## config.mk

```make
export PLATFORM = sky130hd
export DESIGN_NAME = breaker_command_control
export DESIGN_NICKNAME = d
export VERILOG_FILES = /design/src/rtl/breaker_pkg.sv /design/src/rtl/breaker_command_control.sv
export SDC_FILE = /design/constraint.sdc
export NUM_CORES = 1
export LEC_CHECK = 0
export ABC_CLOCK_PERIOD_IN_PS = 2400
export BUFFER_PORTS_ARGS = -buffer_cell sky130_fd_sc_hd__buf_2
export CORE_ASPECT_RATIO = 1.2
export CORE_MARGIN = 5
export CORE_UTILIZATION = 56
export DETAILED_ROUTE_END_ITERATION = 10
export PLACE_DENSITY = 0.75
export SYNTH_ARGS = -nofsm -noshare
export SYNTH_HDL_FRONTEND = slang
export SYNTH_SLANG_ARGS = --single-unit
export TNS_END_PERCENT = 100
```

## constraint.sdc

```tcl
create_clock -name clock -period 2.4 [get_ports clock]
set_input_delay 0.12 -clock clock [delete_from_list [all_inputs] [get_ports clock]]
set_output_delay 0.12 -clock clock [all_outputs]
set_load 0.1 [all_outputs]
```

## src/rtl/breaker_pkg.sv

```systemverilog
// Constants and types for the breaker command control block
package breaker_pkg;
  localparam int ADDR_W = 4;
  localparam int DATA_W = 16;
  // Register indices
  localparam logic [3:0] REG_CTRL = 4'h0;
  localparam logic [3:0] REG_OPER_TIME = 4'h1;
  localparam logic [3:0] REG_PULSE_TIME = 4'h2;
  localparam logic [3:0] REG_INTER_TIME = 4'h3;
  localparam logic [3:0] REG_SYNCHK_TIME = 4'h4;
  localparam logic [3:0] REG_SYNSW_TIME = 4'h5;
  localparam logic [3:0] REG_SBO_TIME = 4'h6;
  localparam logic [3:0] REG_STATUS = 4'h7;
  localparam logic [3:0] REG_OP_COUNT = 4'h8;
  // Control field positions
  localparam int CTRL_LOCAL_BIT = 0;
  localparam int CTRL_REMOTE_BIT = 1;
  localparam int CTRL_MODEL_LSB = 2;
  localparam int CTRL_FORCED_BIT = 4;
  localparam int CTRL_COUNT_CLR_BIT = 5;
  // Status field positions
  localparam int STAT_OPENED_BIT = 0;
  localparam int STAT_CLOSED_BIT = 1;
  localparam int STAT_INTER_BIT = 2;
  localparam int STAT_UNINT_BIT = 3;
  localparam int STAT_SYNSW_BIT = 4;
  localparam int STAT_BUSY_BIT = 5;
  localparam int STAT_SELECTED_BIT = 6;
  // Reset values
  localparam logic [15:0] CTRL_RESET = 16'h0013;
  localparam logic [15:0] OPER_TIME_RESET = 16'h00c8;
  localparam logic [15:0] PULSE_TIME_RESET = 16'h012c;
  localparam logic [15:0] INTER_TIME_RESET = 16'h0064;
  localparam logic [15:0] SYNCHK_TIME_RESET = 16'h03e8;
  localparam logic [15:0] SYNSW_TIME_RESET = 16'h0000;
  localparam logic [15:0] SBO_TIME_RESET = 16'h1388;
  // Fixed times in milliseconds
  localparam logic [15:0] MIN_PULSE_MS = 16'h0064;
  localparam logic [15:0] OPER_PULSE_MS = 16'h0096;
  typedef enum logic [1:0] {
    model_direct_normal,
    model_direct_enhanced,
    model_sbo_enhanced
  } model_e;
  typedef enum logic [2:0] {
    st_idle,
    st_selected,
    st_sync_wait,
    st_synsw_wait,
    st_pulse,
    st_wait_status
  } cmd_state_e;
endpackage
```

## src/rtl/breaker_command_control.sv

```systemverilog
// Breaker command control: command checks, timed pulses, status supervision
// What this block does
// RULE1: Accept local and remote commands, check them
// RULE2: Filter feedback, report open/closed state
// RULE3: Separate local and remote enables reject commands
// RULE4: Open and close gated by interlocks
// RULE5: Blocking input rejects commands and aborts them before the pulse starts
// RULE6: Control model: direct, enhanced, select-before-operate
// RULE7: Forced check overrides skip-check attribute
// RULE8: Enhanced models: status timeout gives invalid position
// RULE9: Pulse lasts configured duration
// RULE10: Confirmed switching ends pulse, minimum 100 ms
// RULE11: Intermediate timeout reports intermediate state
// RULE12: Close waits synchro time, then synchro switching
// RULE13: Synchro switch timeout resets without switching
// RULE14: Zero synchro switch time: never start
// RULE15: Selection lapses without timely operate
// RULE16: Outside logic merges trips and reclose close
// RULE17: 150 ms pulse on every breaker operation
// RULE18: Uncommanded status change flags unintended operation
// RULE19: Open needs open permit, close close permit
// RULE20: Both or neither feedback means intermediate
// RULE21: Count operations, events for commands and status
`timescale 1ns/1ns
module breaker_command_control #(
  parameter int COUNT_W = 16
) (
  input wire logic clock,
  input wire logic reset_n,
  input wire logic ms_tick,
  input wire logic [breaker_pkg::ADDR_W-1:0] reg_addr,
  input wire logic [breaker_pkg::DATA_W-1:0] reg_wdata,
  input wire logic reg_write,
  input wire logic reg_read,
  output logic [breaker_pkg::DATA_W-1:0] reg_rdata,
  input wire logic cmd_valid,
  input wire logic cmd_remote,
  input wire logic cmd_close,
  input wire logic cmd_select,
  input wire logic cmd_skip_check,
  input wire logic feedback_open,
  input wire logic feedback_closed,
  input wire logic open_permit,
  input wire logic close_permit,
  input wire logic command_block,
  input wire logic sync_state_ok,
  input wire logic sync_switch_impulse,
  input wire logic external_switching,
  output logic open_pulse_out,
  output logic close_pulse_out,
  output logic sync_switch_start,
  output logic operation_pulse,
  output logic unintended_operation,
  output logic breaker_opened,
  output logic breaker_closed,
  output logic breaker_intermediate,
  output logic invalid_position,
  output logic accept_event,
  output logic reject_event,
  output logic status_event
);
  localparam int DW = breaker_pkg::DATA_W;

  if (COUNT_W < 1 || COUNT_W > DW) begin : g_check
    $error("COUNT_W must be 1 to DATA_W");
  end

  typedef struct packed {
    breaker_pkg::cmd_state_e st;
    logic dir, remote, late, done;
    logic [DW-1:0] tmr, op_tmr, ctrl, t_oper, t_pulse, t_inter, t_synchk, t_synsw, t_sbo;
    logic opened, closed, inter;
    logic [DW-1:0] inter_t;
    logic known, last_closed, unint;
    logic [DW-1:0] oppl_t;
    logic [COUNT_W-1:0] count;
    logic start_sw, invalid, accept, reject, status_ev, open_out, close_out;
    logic [DW-1:0] rdata;
  } state_s;

  state_s q;
  state_s d;

  logic fb_valid, change, src_ok, chk, permit, allowed, enhanced;
  breaker_pkg::model_e model;

  always_comb begin
    d = q;
    d.accept = 1'b0;
    d.reject = 1'b0;
    d.invalid = 1'b0;
    d.status_ev = 1'b0;
    model = breaker_pkg::model_e'(q.ctrl[breaker_pkg::CTRL_MODEL_LSB +: 2]);
    enhanced = (model != breaker_pkg::model_direct_normal);
    // RULE20: exactly one feedback active is valid
    fb_valid = feedback_open ^ feedback_closed;
    change = fb_valid && q.known && (feedback_closed != q.last_closed);
    // RULE2: filtered state follows valid feedback
    if (fb_valid) begin
      d.opened = feedback_open;
      d.closed = feedback_closed;
      d.inter = 1'b0;
      d.inter_t = '0;
      d.known = 1'b1;
      d.last_closed = feedback_closed;
    end else begin
      // RULE11: intermediate after time limit
      if (q.inter_t >= q.t_inter) begin
        d.inter = 1'b1;
        d.opened = 1'b0;
        d.closed = 1'b0;
      end else if (ms_tick) begin
        d.inter_t = q.inter_t + 1'b1;
      end
    end
    if (ms_tick && q.oppl_t != '0) begin
      d.oppl_t = q.oppl_t - 1'b1;
    end
    if (change) begin
      // RULE21: count and report each change
      d.status_ev = 1'b1;
      d.count = q.count + 1'b1;
      // RULE17: operation pulse timer
      d.oppl_t = breaker_pkg::OPER_PULSE_MS;
      // RULE18: change without command or external
      if (q.st != breaker_pkg::st_pulse && q.st != breaker_pkg::st_wait_status
          && !external_switching) begin
        d.unint = 1'b1;
      end
    end
    // RULE3: per-source enable
    src_ok = cmd_remote ? q.ctrl[breaker_pkg::CTRL_REMOTE_BIT]
                        : q.ctrl[breaker_pkg::CTRL_LOCAL_BIT];
    // RULE7: forced check wins over skip attribute
    chk = q.ctrl[breaker_pkg::CTRL_FORCED_BIT] || !cmd_skip_check;
    // RULE4: interlock gating per direction
    // RULE19: permit must be active
    permit = cmd_close ? (close_permit || !chk) : (open_permit || !chk);
    // RULE1: all checks before forwarding
    allowed = src_ok && permit && !command_block;
    if (ms_tick) begin
      d.tmr = q.tmr + 1'b1;
      d.op_tmr = q.op_tmr + 1'b1;
    end
    unique case (q.st)
      breaker_pkg::st_idle: begin
        d.late = 1'b0;
        if (cmd_valid) begin
          // RULE6: model decides select phase
          if (!allowed || (model == breaker_pkg::model_sbo_enhanced) != cmd_select) begin
            d.reject = 1'b1;
          end else begin
            d.accept = 1'b1;
            // RULE18: new change wins over clear
            d.unint = change && !external_switching;
            d.dir = cmd_close;
            d.remote = cmd_remote;
            d.tmr = '0;
            d.op_tmr = '0;
            d.done = 1'b0;
            if (cmd_select) begin
              d.st = breaker_pkg::st_selected;
            end else if (cmd_close && chk && !sync_state_ok) begin
              d.st = breaker_pkg::st_sync_wait;
            end else begin
              d.st = breaker_pkg::st_pulse;
            end
          end
        end
      end
      breaker_pkg::st_selected: begin
        if (cmd_valid) begin
          if (!allowed || cmd_select || cmd_close != q.dir || cmd_remote != q.remote) begin
            d.reject = 1'b1;
            d.st = breaker_pkg::st_idle;
          end else begin
            d.accept = 1'b1;
            d.tmr = '0;
            d.op_tmr = '0;
            if (cmd_close && chk && !sync_state_ok) begin
              d.st = breaker_pkg::st_sync_wait;
            end else begin
              d.st = breaker_pkg::st_pulse;
            end
          end
        // RULE15: selection lapses
        end else if (q.tmr >= q.t_sbo || command_block) begin
          d.reject = 1'b1;
          d.st = breaker_pkg::st_idle;
        end
      end
      breaker_pkg::st_sync_wait: begin
        // RULE5: blocking aborts pending command
        if (command_block) begin
          d.reject = 1'b1;
          d.st = breaker_pkg::st_idle;
        end else if (sync_state_ok) begin
          d.tmr = '0;
          d.op_tmr = '0;
          d.st = breaker_pkg::st_pulse;
        // RULE12: synchro wait expiry
        end else if (q.tmr >= q.t_synchk) begin
          d.tmr = '0;
          // RULE14: zero time never starts switching
          if (q.t_synsw == '0) begin
            d.reject = 1'b1;
            d.st = breaker_pkg::st_idle;
          end else begin
            d.start_sw = 1'b1;
            d.st = breaker_pkg::st_synsw_wait;
          end
        end
      end
      breaker_pkg::st_synsw_wait: begin
        if (command_block) begin
          d.start_sw = 1'b0;
          d.reject = 1'b1;
          d.st = breaker_pkg::st_idle;
        end else if (sync_switch_impulse) begin
          d.start_sw = 1'b0;
          d.tmr = '0;
          d.op_tmr = '0;
          d.st = breaker_pkg::st_pulse;
        // RULE13: synchro switch expiry resets
        end else if (q.tmr >= q.t_synsw) begin
          d.start_sw = 1'b0;
          d.reject = 1'b1;
          d.st = breaker_pkg::st_idle;
        end
      end
      breaker_pkg::st_pulse: begin
        if (change && feedback_closed == q.dir) begin
          d.done = 1'b1;
        end
        // RULE8: late status reported once
        if (enhanced && !q.done && !q.late && q.op_tmr >= q.t_oper) begin
          d.invalid = 1'b1;
          d.late = 1'b1;
        end
        // RULE10: early end after minimum
        if (q.done && q.tmr >= breaker_pkg::MIN_PULSE_MS) begin
          d.st = breaker_pkg::st_idle;
        // RULE9: full pulse duration
        end else if (q.tmr >= q.t_pulse) begin
          d.st = (enhanced && !q.done && !d.late) ? breaker_pkg::st_wait_status
                                                  : breaker_pkg::st_idle;
        end
      end
      breaker_pkg::st_wait_status: begin
        if (change && feedback_closed == q.dir) begin
          d.st = breaker_pkg::st_idle;
        // RULE8: timeout reports invalid position
        end else if (q.op_tmr >= q.t_oper) begin
          d.invalid = 1'b1;
          d.st = breaker_pkg::st_idle;
        end
      end
      default: begin
        d.st = breaker_pkg::st_idle;
      end
    endcase
    // Register writes
    if (reg_write) begin
      unique case (reg_addr)
        breaker_pkg::REG_CTRL: d.ctrl = reg_wdata & 16'h001f;
        breaker_pkg::REG_OPER_TIME: d.t_oper = reg_wdata;
        breaker_pkg::REG_PULSE_TIME: d.t_pulse = reg_wdata;
        breaker_pkg::REG_INTER_TIME: d.t_inter = reg_wdata;
        breaker_pkg::REG_SYNCHK_TIME: d.t_synchk = reg_wdata;
        breaker_pkg::REG_SYNSW_TIME: d.t_synsw = reg_wdata;
        breaker_pkg::REG_SBO_TIME: d.t_sbo = reg_wdata;
        default: d.ctrl = d.ctrl;
      endcase
      if (reg_addr == breaker_pkg::REG_CTRL && reg_wdata[breaker_pkg::CTRL_COUNT_CLR_BIT]
          && !change) begin
        d.count = '0;
      end
    end
    // Register reads, data next cycle
    d.rdata = '0;
    if (reg_read) begin
      unique case (reg_addr)
        breaker_pkg::REG_CTRL: d.rdata = q.ctrl;
        breaker_pkg::REG_OPER_TIME: d.rdata = q.t_oper;
        breaker_pkg::REG_PULSE_TIME: d.rdata = q.t_pulse;
        breaker_pkg::REG_INTER_TIME: d.rdata = q.t_inter;
        breaker_pkg::REG_SYNCHK_TIME: d.rdata = q.t_synchk;
        breaker_pkg::REG_SYNSW_TIME: d.rdata = q.t_synsw;
        breaker_pkg::REG_SBO_TIME: d.rdata = q.t_sbo;
        breaker_pkg::REG_STATUS: begin
          d.rdata[breaker_pkg::STAT_OPENED_BIT] = q.opened;
          d.rdata[breaker_pkg::STAT_CLOSED_BIT] = q.closed;
          d.rdata[breaker_pkg::STAT_INTER_BIT] = q.inter;
          d.rdata[breaker_pkg::STAT_UNINT_BIT] = q.unint;
          d.rdata[breaker_pkg::STAT_SYNSW_BIT] = q.start_sw;
          d.rdata[breaker_pkg::STAT_BUSY_BIT] = (q.st != breaker_pkg::st_idle);
          d.rdata[breaker_pkg::STAT_SELECTED_BIT] = (q.st == breaker_pkg::st_selected);
        end
        breaker_pkg::REG_OP_COUNT: d.rdata[COUNT_W-1:0] = q.count;
        default: d.rdata = '0;
      endcase
    end
    // Pulse outputs from next state
    d.open_out = (d.st == breaker_pkg::st_pulse) && !d.dir;
    d.close_out = (d.st == breaker_pkg::st_pulse) && d.dir;
  end

  always_ff @(posedge clock or negedge reset_n) begin
    if (!reset_n) begin
      q <= '0;
      q.ctrl <= breaker_pkg::CTRL_RESET;
      q.t_oper <= breaker_pkg::OPER_TIME_RESET;
      q.t_pulse <= breaker_pkg::PULSE_TIME_RESET;
      q.t_inter <= breaker_pkg::INTER_TIME_RESET;
      q.t_synchk <= breaker_pkg::SYNCHK_TIME_RESET;
      q.t_synsw <= breaker_pkg::SYNSW_TIME_RESET;
      q.t_sbo <= breaker_pkg::SBO_TIME_RESET;
    end else begin
      q <= d;
    end
  end

  assign reg_rdata = q.rdata;
  assign open_pulse_out = q.open_out;
  assign close_pulse_out = q.close_out;
  assign sync_switch_start = q.start_sw;
  assign operation_pulse = (q.oppl_t != '0);
  assign unintended_operation = q.unint;
  assign breaker_opened = q.opened;
  assign breaker_closed = q.closed;
  assign breaker_intermediate = q.inter;
  assign invalid_position = q.invalid;
  assign accept_event = q.accept;
  assign reject_event = q.reject;
  assign status_event = q.status_ev;
endmodule

```

==> impl_metrics.env <==
export IMPL_status="complete, but fails checks"
export IMPL_violations="negative setup slack"
export IMPL_vias_per_cell=6.02
export IMPL_hold_class="in2reg"
export IMPL_hpwl_um=25600
export IMPL_grt_pass1_vias=10630
export IMPL_fin_hold_ws_ns=0.00137
export IMPL_clock_latency_ns=0.53
export IMPL_antenna_found_initial=1
export IMPL_synthDistinctLibCells=74
export IMPL_top_register="q"
export IMPL_dieHeight_um=175
export IMPL_dominantRegCellSynth="dfrtp_1"
export IMPL_syn2layout_area_growth_pct=21.5
export IMPL_syn_inst=1219
export IMPL_pwr_density_cell_mw_per_mm2=842
export IMPL_tightest_slew_ns=0.952
export IMPL_period_needed_ns=2.45
export IMPL_ioPinCount=66
export IMPL_yosysWarningCount=0
export IMPL_drt_wl_total_um=35500
export IMPL_die_width_um=147
export IMPL_place_worst_setup_slack_ns=-0.394
export IMPL_ant_nets=0
export IMPL_setup_violations_final=5
export IMPL_nets=1544
export IMPL_drtIter0Drc=688
export IMPL_ys_seq_area_frac=0.432
export IMPL_yosys_area_top_type="dfrtp_1"
export IMPL_path_max_fanout=2
export IMPL_cts_tree="done"
export IMPL_core_area_sq_mm=0.0224
export IMPL_worstSetupPathType="reg2reg"
export IMPL_clk_pin_slew_worst_paths_ns=0.06
export IMPL_skew_ns=0.0220
export IMPL_synth_seq_cells=217
export IMPL_cp_end_kind="flop"
export IMPL_yosys_top_cells_count="193 x dfrtp_1, 109 x mux2_2, 107 x inv_1"
export IMPL_report_final_slew_viol_count=0
export IMPL_start_util=0.566
export IMPL_p_leak_nw=7.30
export IMPL_cp_start_kind="flop"
export IMPL_cts_buffers=24
export IMPL_drive_gt1_frac=0.296
export IMPL_h_tree_depth=1
export IMPL_cap_violations=0
export IMPL_yosysMostFrequentCell="dfrtp_1"
export IMPL_clockRootBuffer="clkbuf_16"
export IMPL_drc=0
export IMPL_grt_max_degree=83
export IMPL_first_pass_iters=5
export IMPL_synthTopCellsByArea="dfrtp_1 38%, ha_1 10%, mux2_2 9.7%"
export IMPL_grt_pass1_wl_um=56300
export IMPL_n_antenna_cell=0
export IMPL_syn_area_per_cell_sq_um=10.4
export IMPL_slew_limit_headroom=0.365
export IMPL_cts_sinks=217
export IMPL_synth_edf_count=0
export IMPL_vias=10224
export IMPL_timing_final_ws_setup_ns=-0.0468
export IMPL_crit_required_ns=2.79
export IMPL_netlist_area_leader_share=0.382
export IMPL_final_hold_viol_count=0
export IMPL_grt_overflow_total=0
export IMPL_grt_usage=0.273
export IMPL_syn_nets=1361
export IMPL_clock_path_buffers=3
export IMPL_critical_path_arrival_ns=2.83
export IMPL_largest_reg_flops=188
export IMPL_period_share=1.02
export IMPL_rsz0062_at_grt="true"
export IMPL_max_vdd_ir_drop_mv=0.596
export IMPL_gp_congestion=1.03
export IMPL_dieArea_sq_mm=0.0257
export IMPL_r2r_slack_ns=-0.05
export IMPL_port_buffers=65
export IMPL_ys_async_sr_fraction=1.00
export IMPL_fmaxAchievable_mhz=409
export IMPL_avgRoutedWirePerCell_um=20.9
export IMPL_num_rows=60
export IMPL_syn_cell_area_sq_mm=0.0127
worst paths after layout:
kind / from / endpoint / cells after the start
setup / recovery: q[220] / q[225] / 8
hold / removal: cmd_skip_check / q[226] / 4
setup reg to reg: q[220] / q[225] / 8
hold reg to reg: q[57] / q[57] / 1
max in group asynchronous: reset_n / q[89] / 3
min in group asynchronous: reset_n / close_pulse_out / 2
kinds of logic after synthesis:
logic type	share of synthesized area
flops	0.432
simple gates	0.134
fa+ha+maj	0.103
buf+inv	0.0538
compound gates	0.122
mux	0.107
xor+xnor	0.0485
layer usage:
metal,part of all wire,vias to the layer above,global-route usage
li1,-,4715,-
met1,0.40,5057,0.333
met2,0.50,338,0.468
met3,0.052,112,0.0428
met4,0.053,2,0.139
met5,0.00056,-,0
critical path: stages, from the launching register on:
cell and delay (ns):
dfrtp_1 0.38, buf_4 0.14, ha_1 0.30, and4_4 0.23, a221oi_2 0.39, o21ai_2 0.13, o21ai_1 0.14, a21oi_1 0.08
or4_1 0.52
where the power goes:
| group | internal, mW | total [mW] | leakage, nW | switching, mW |
|---|---|---|---|---|
| clock network | 2.17 | 3.69 | 0.388 | 1.52 |
| registers | 4.42 | 5.14 | 2.73 | 0.725 |
| logic | 1.78 | 4.11 | 4.18 | 2.33 |
placed cells by master (no fill, tap or decap), types with 8 or more instances in the layout:
cell | Yosys | routed
ha_1 | 104 | 92
mux2i_1 | 13 | 13
nand3_1 | 34 | 34
nand2_1 | 84 | 83
dfrtp_1 | 193 | 191
a222oi_1 | 14 | 14
a211oi_1 | 15 | 8
nand4_1 | 25 | 25
a22oi_1 | 21 | 21
nor3_1 | 18 | 18
xor2_1 | 48 | 48
o21ai_0 | 37 | 23
o21ai_1 | 0 | 13
ha_4 | 0 | 11
inv_1 | 107 | 101
a31oi_1 | 15 | 15
buf_2 | 5 | 63
nor2_1 | 89 | 86
dlygate4sd3_1 | 0 | 25
nor2b_1 | 8 | 8
dfstp_2 | 24 | 24
mux2_2 | 109 | 109
buf_4 | 19 | 109
and2_1 | 16 | 16
and3_1 | 12 | 12
nand2b_1 | 18 | 18
xnor2_1 | 22 | 22
clkbuf_16 | 0 | 25
a21oi_1 | 35 | 30
final cells by class:
class                           instances  area (sq um)
Sequential cell                       217          5460
Fill cell                            1622          7000
Clock inverter                          9          75.1
Clock buffer                           35           713
Timing Repair Buffer                  208          1570
Tap cell                              279           349
Multi-Input combinational cell        844          6800
Inverter                              107           402
what timing repair did:
item	CTS	global route
hold endpoints to repair	174	0
setup endpoints to repair	32	47
setup buffers	11	14
hold buffers	25	0
pin swaps	9	20
resized for setup	36	37
stage by stage:
| stage | power (mW) | area [sq um] | setup TNS (ns) | util | instances |
|---|---|---|---|---|---|
| 5_1_grt | 13.7 | 15400 | -2.33 | 0.687 | 1699 |
| 2_1_floorplan | 7.45 | 12700 | 0 | - | 1219 |
| 6_report | 12.9 | 15400 | -0.0860 | 0.687 | 1699 |
| 3_5_place_dp | 8.88 | 13800 | -1.18 | 0.618 | 1606 |
| 4_1_cts | 12.8 | 15100 | 0 | 0.674 | 1685 |
| 3_3_place_gp | 8.73 | 13800 | -0.790 | 0.618 | 1606 |
(Power assumes the default switching activity.)
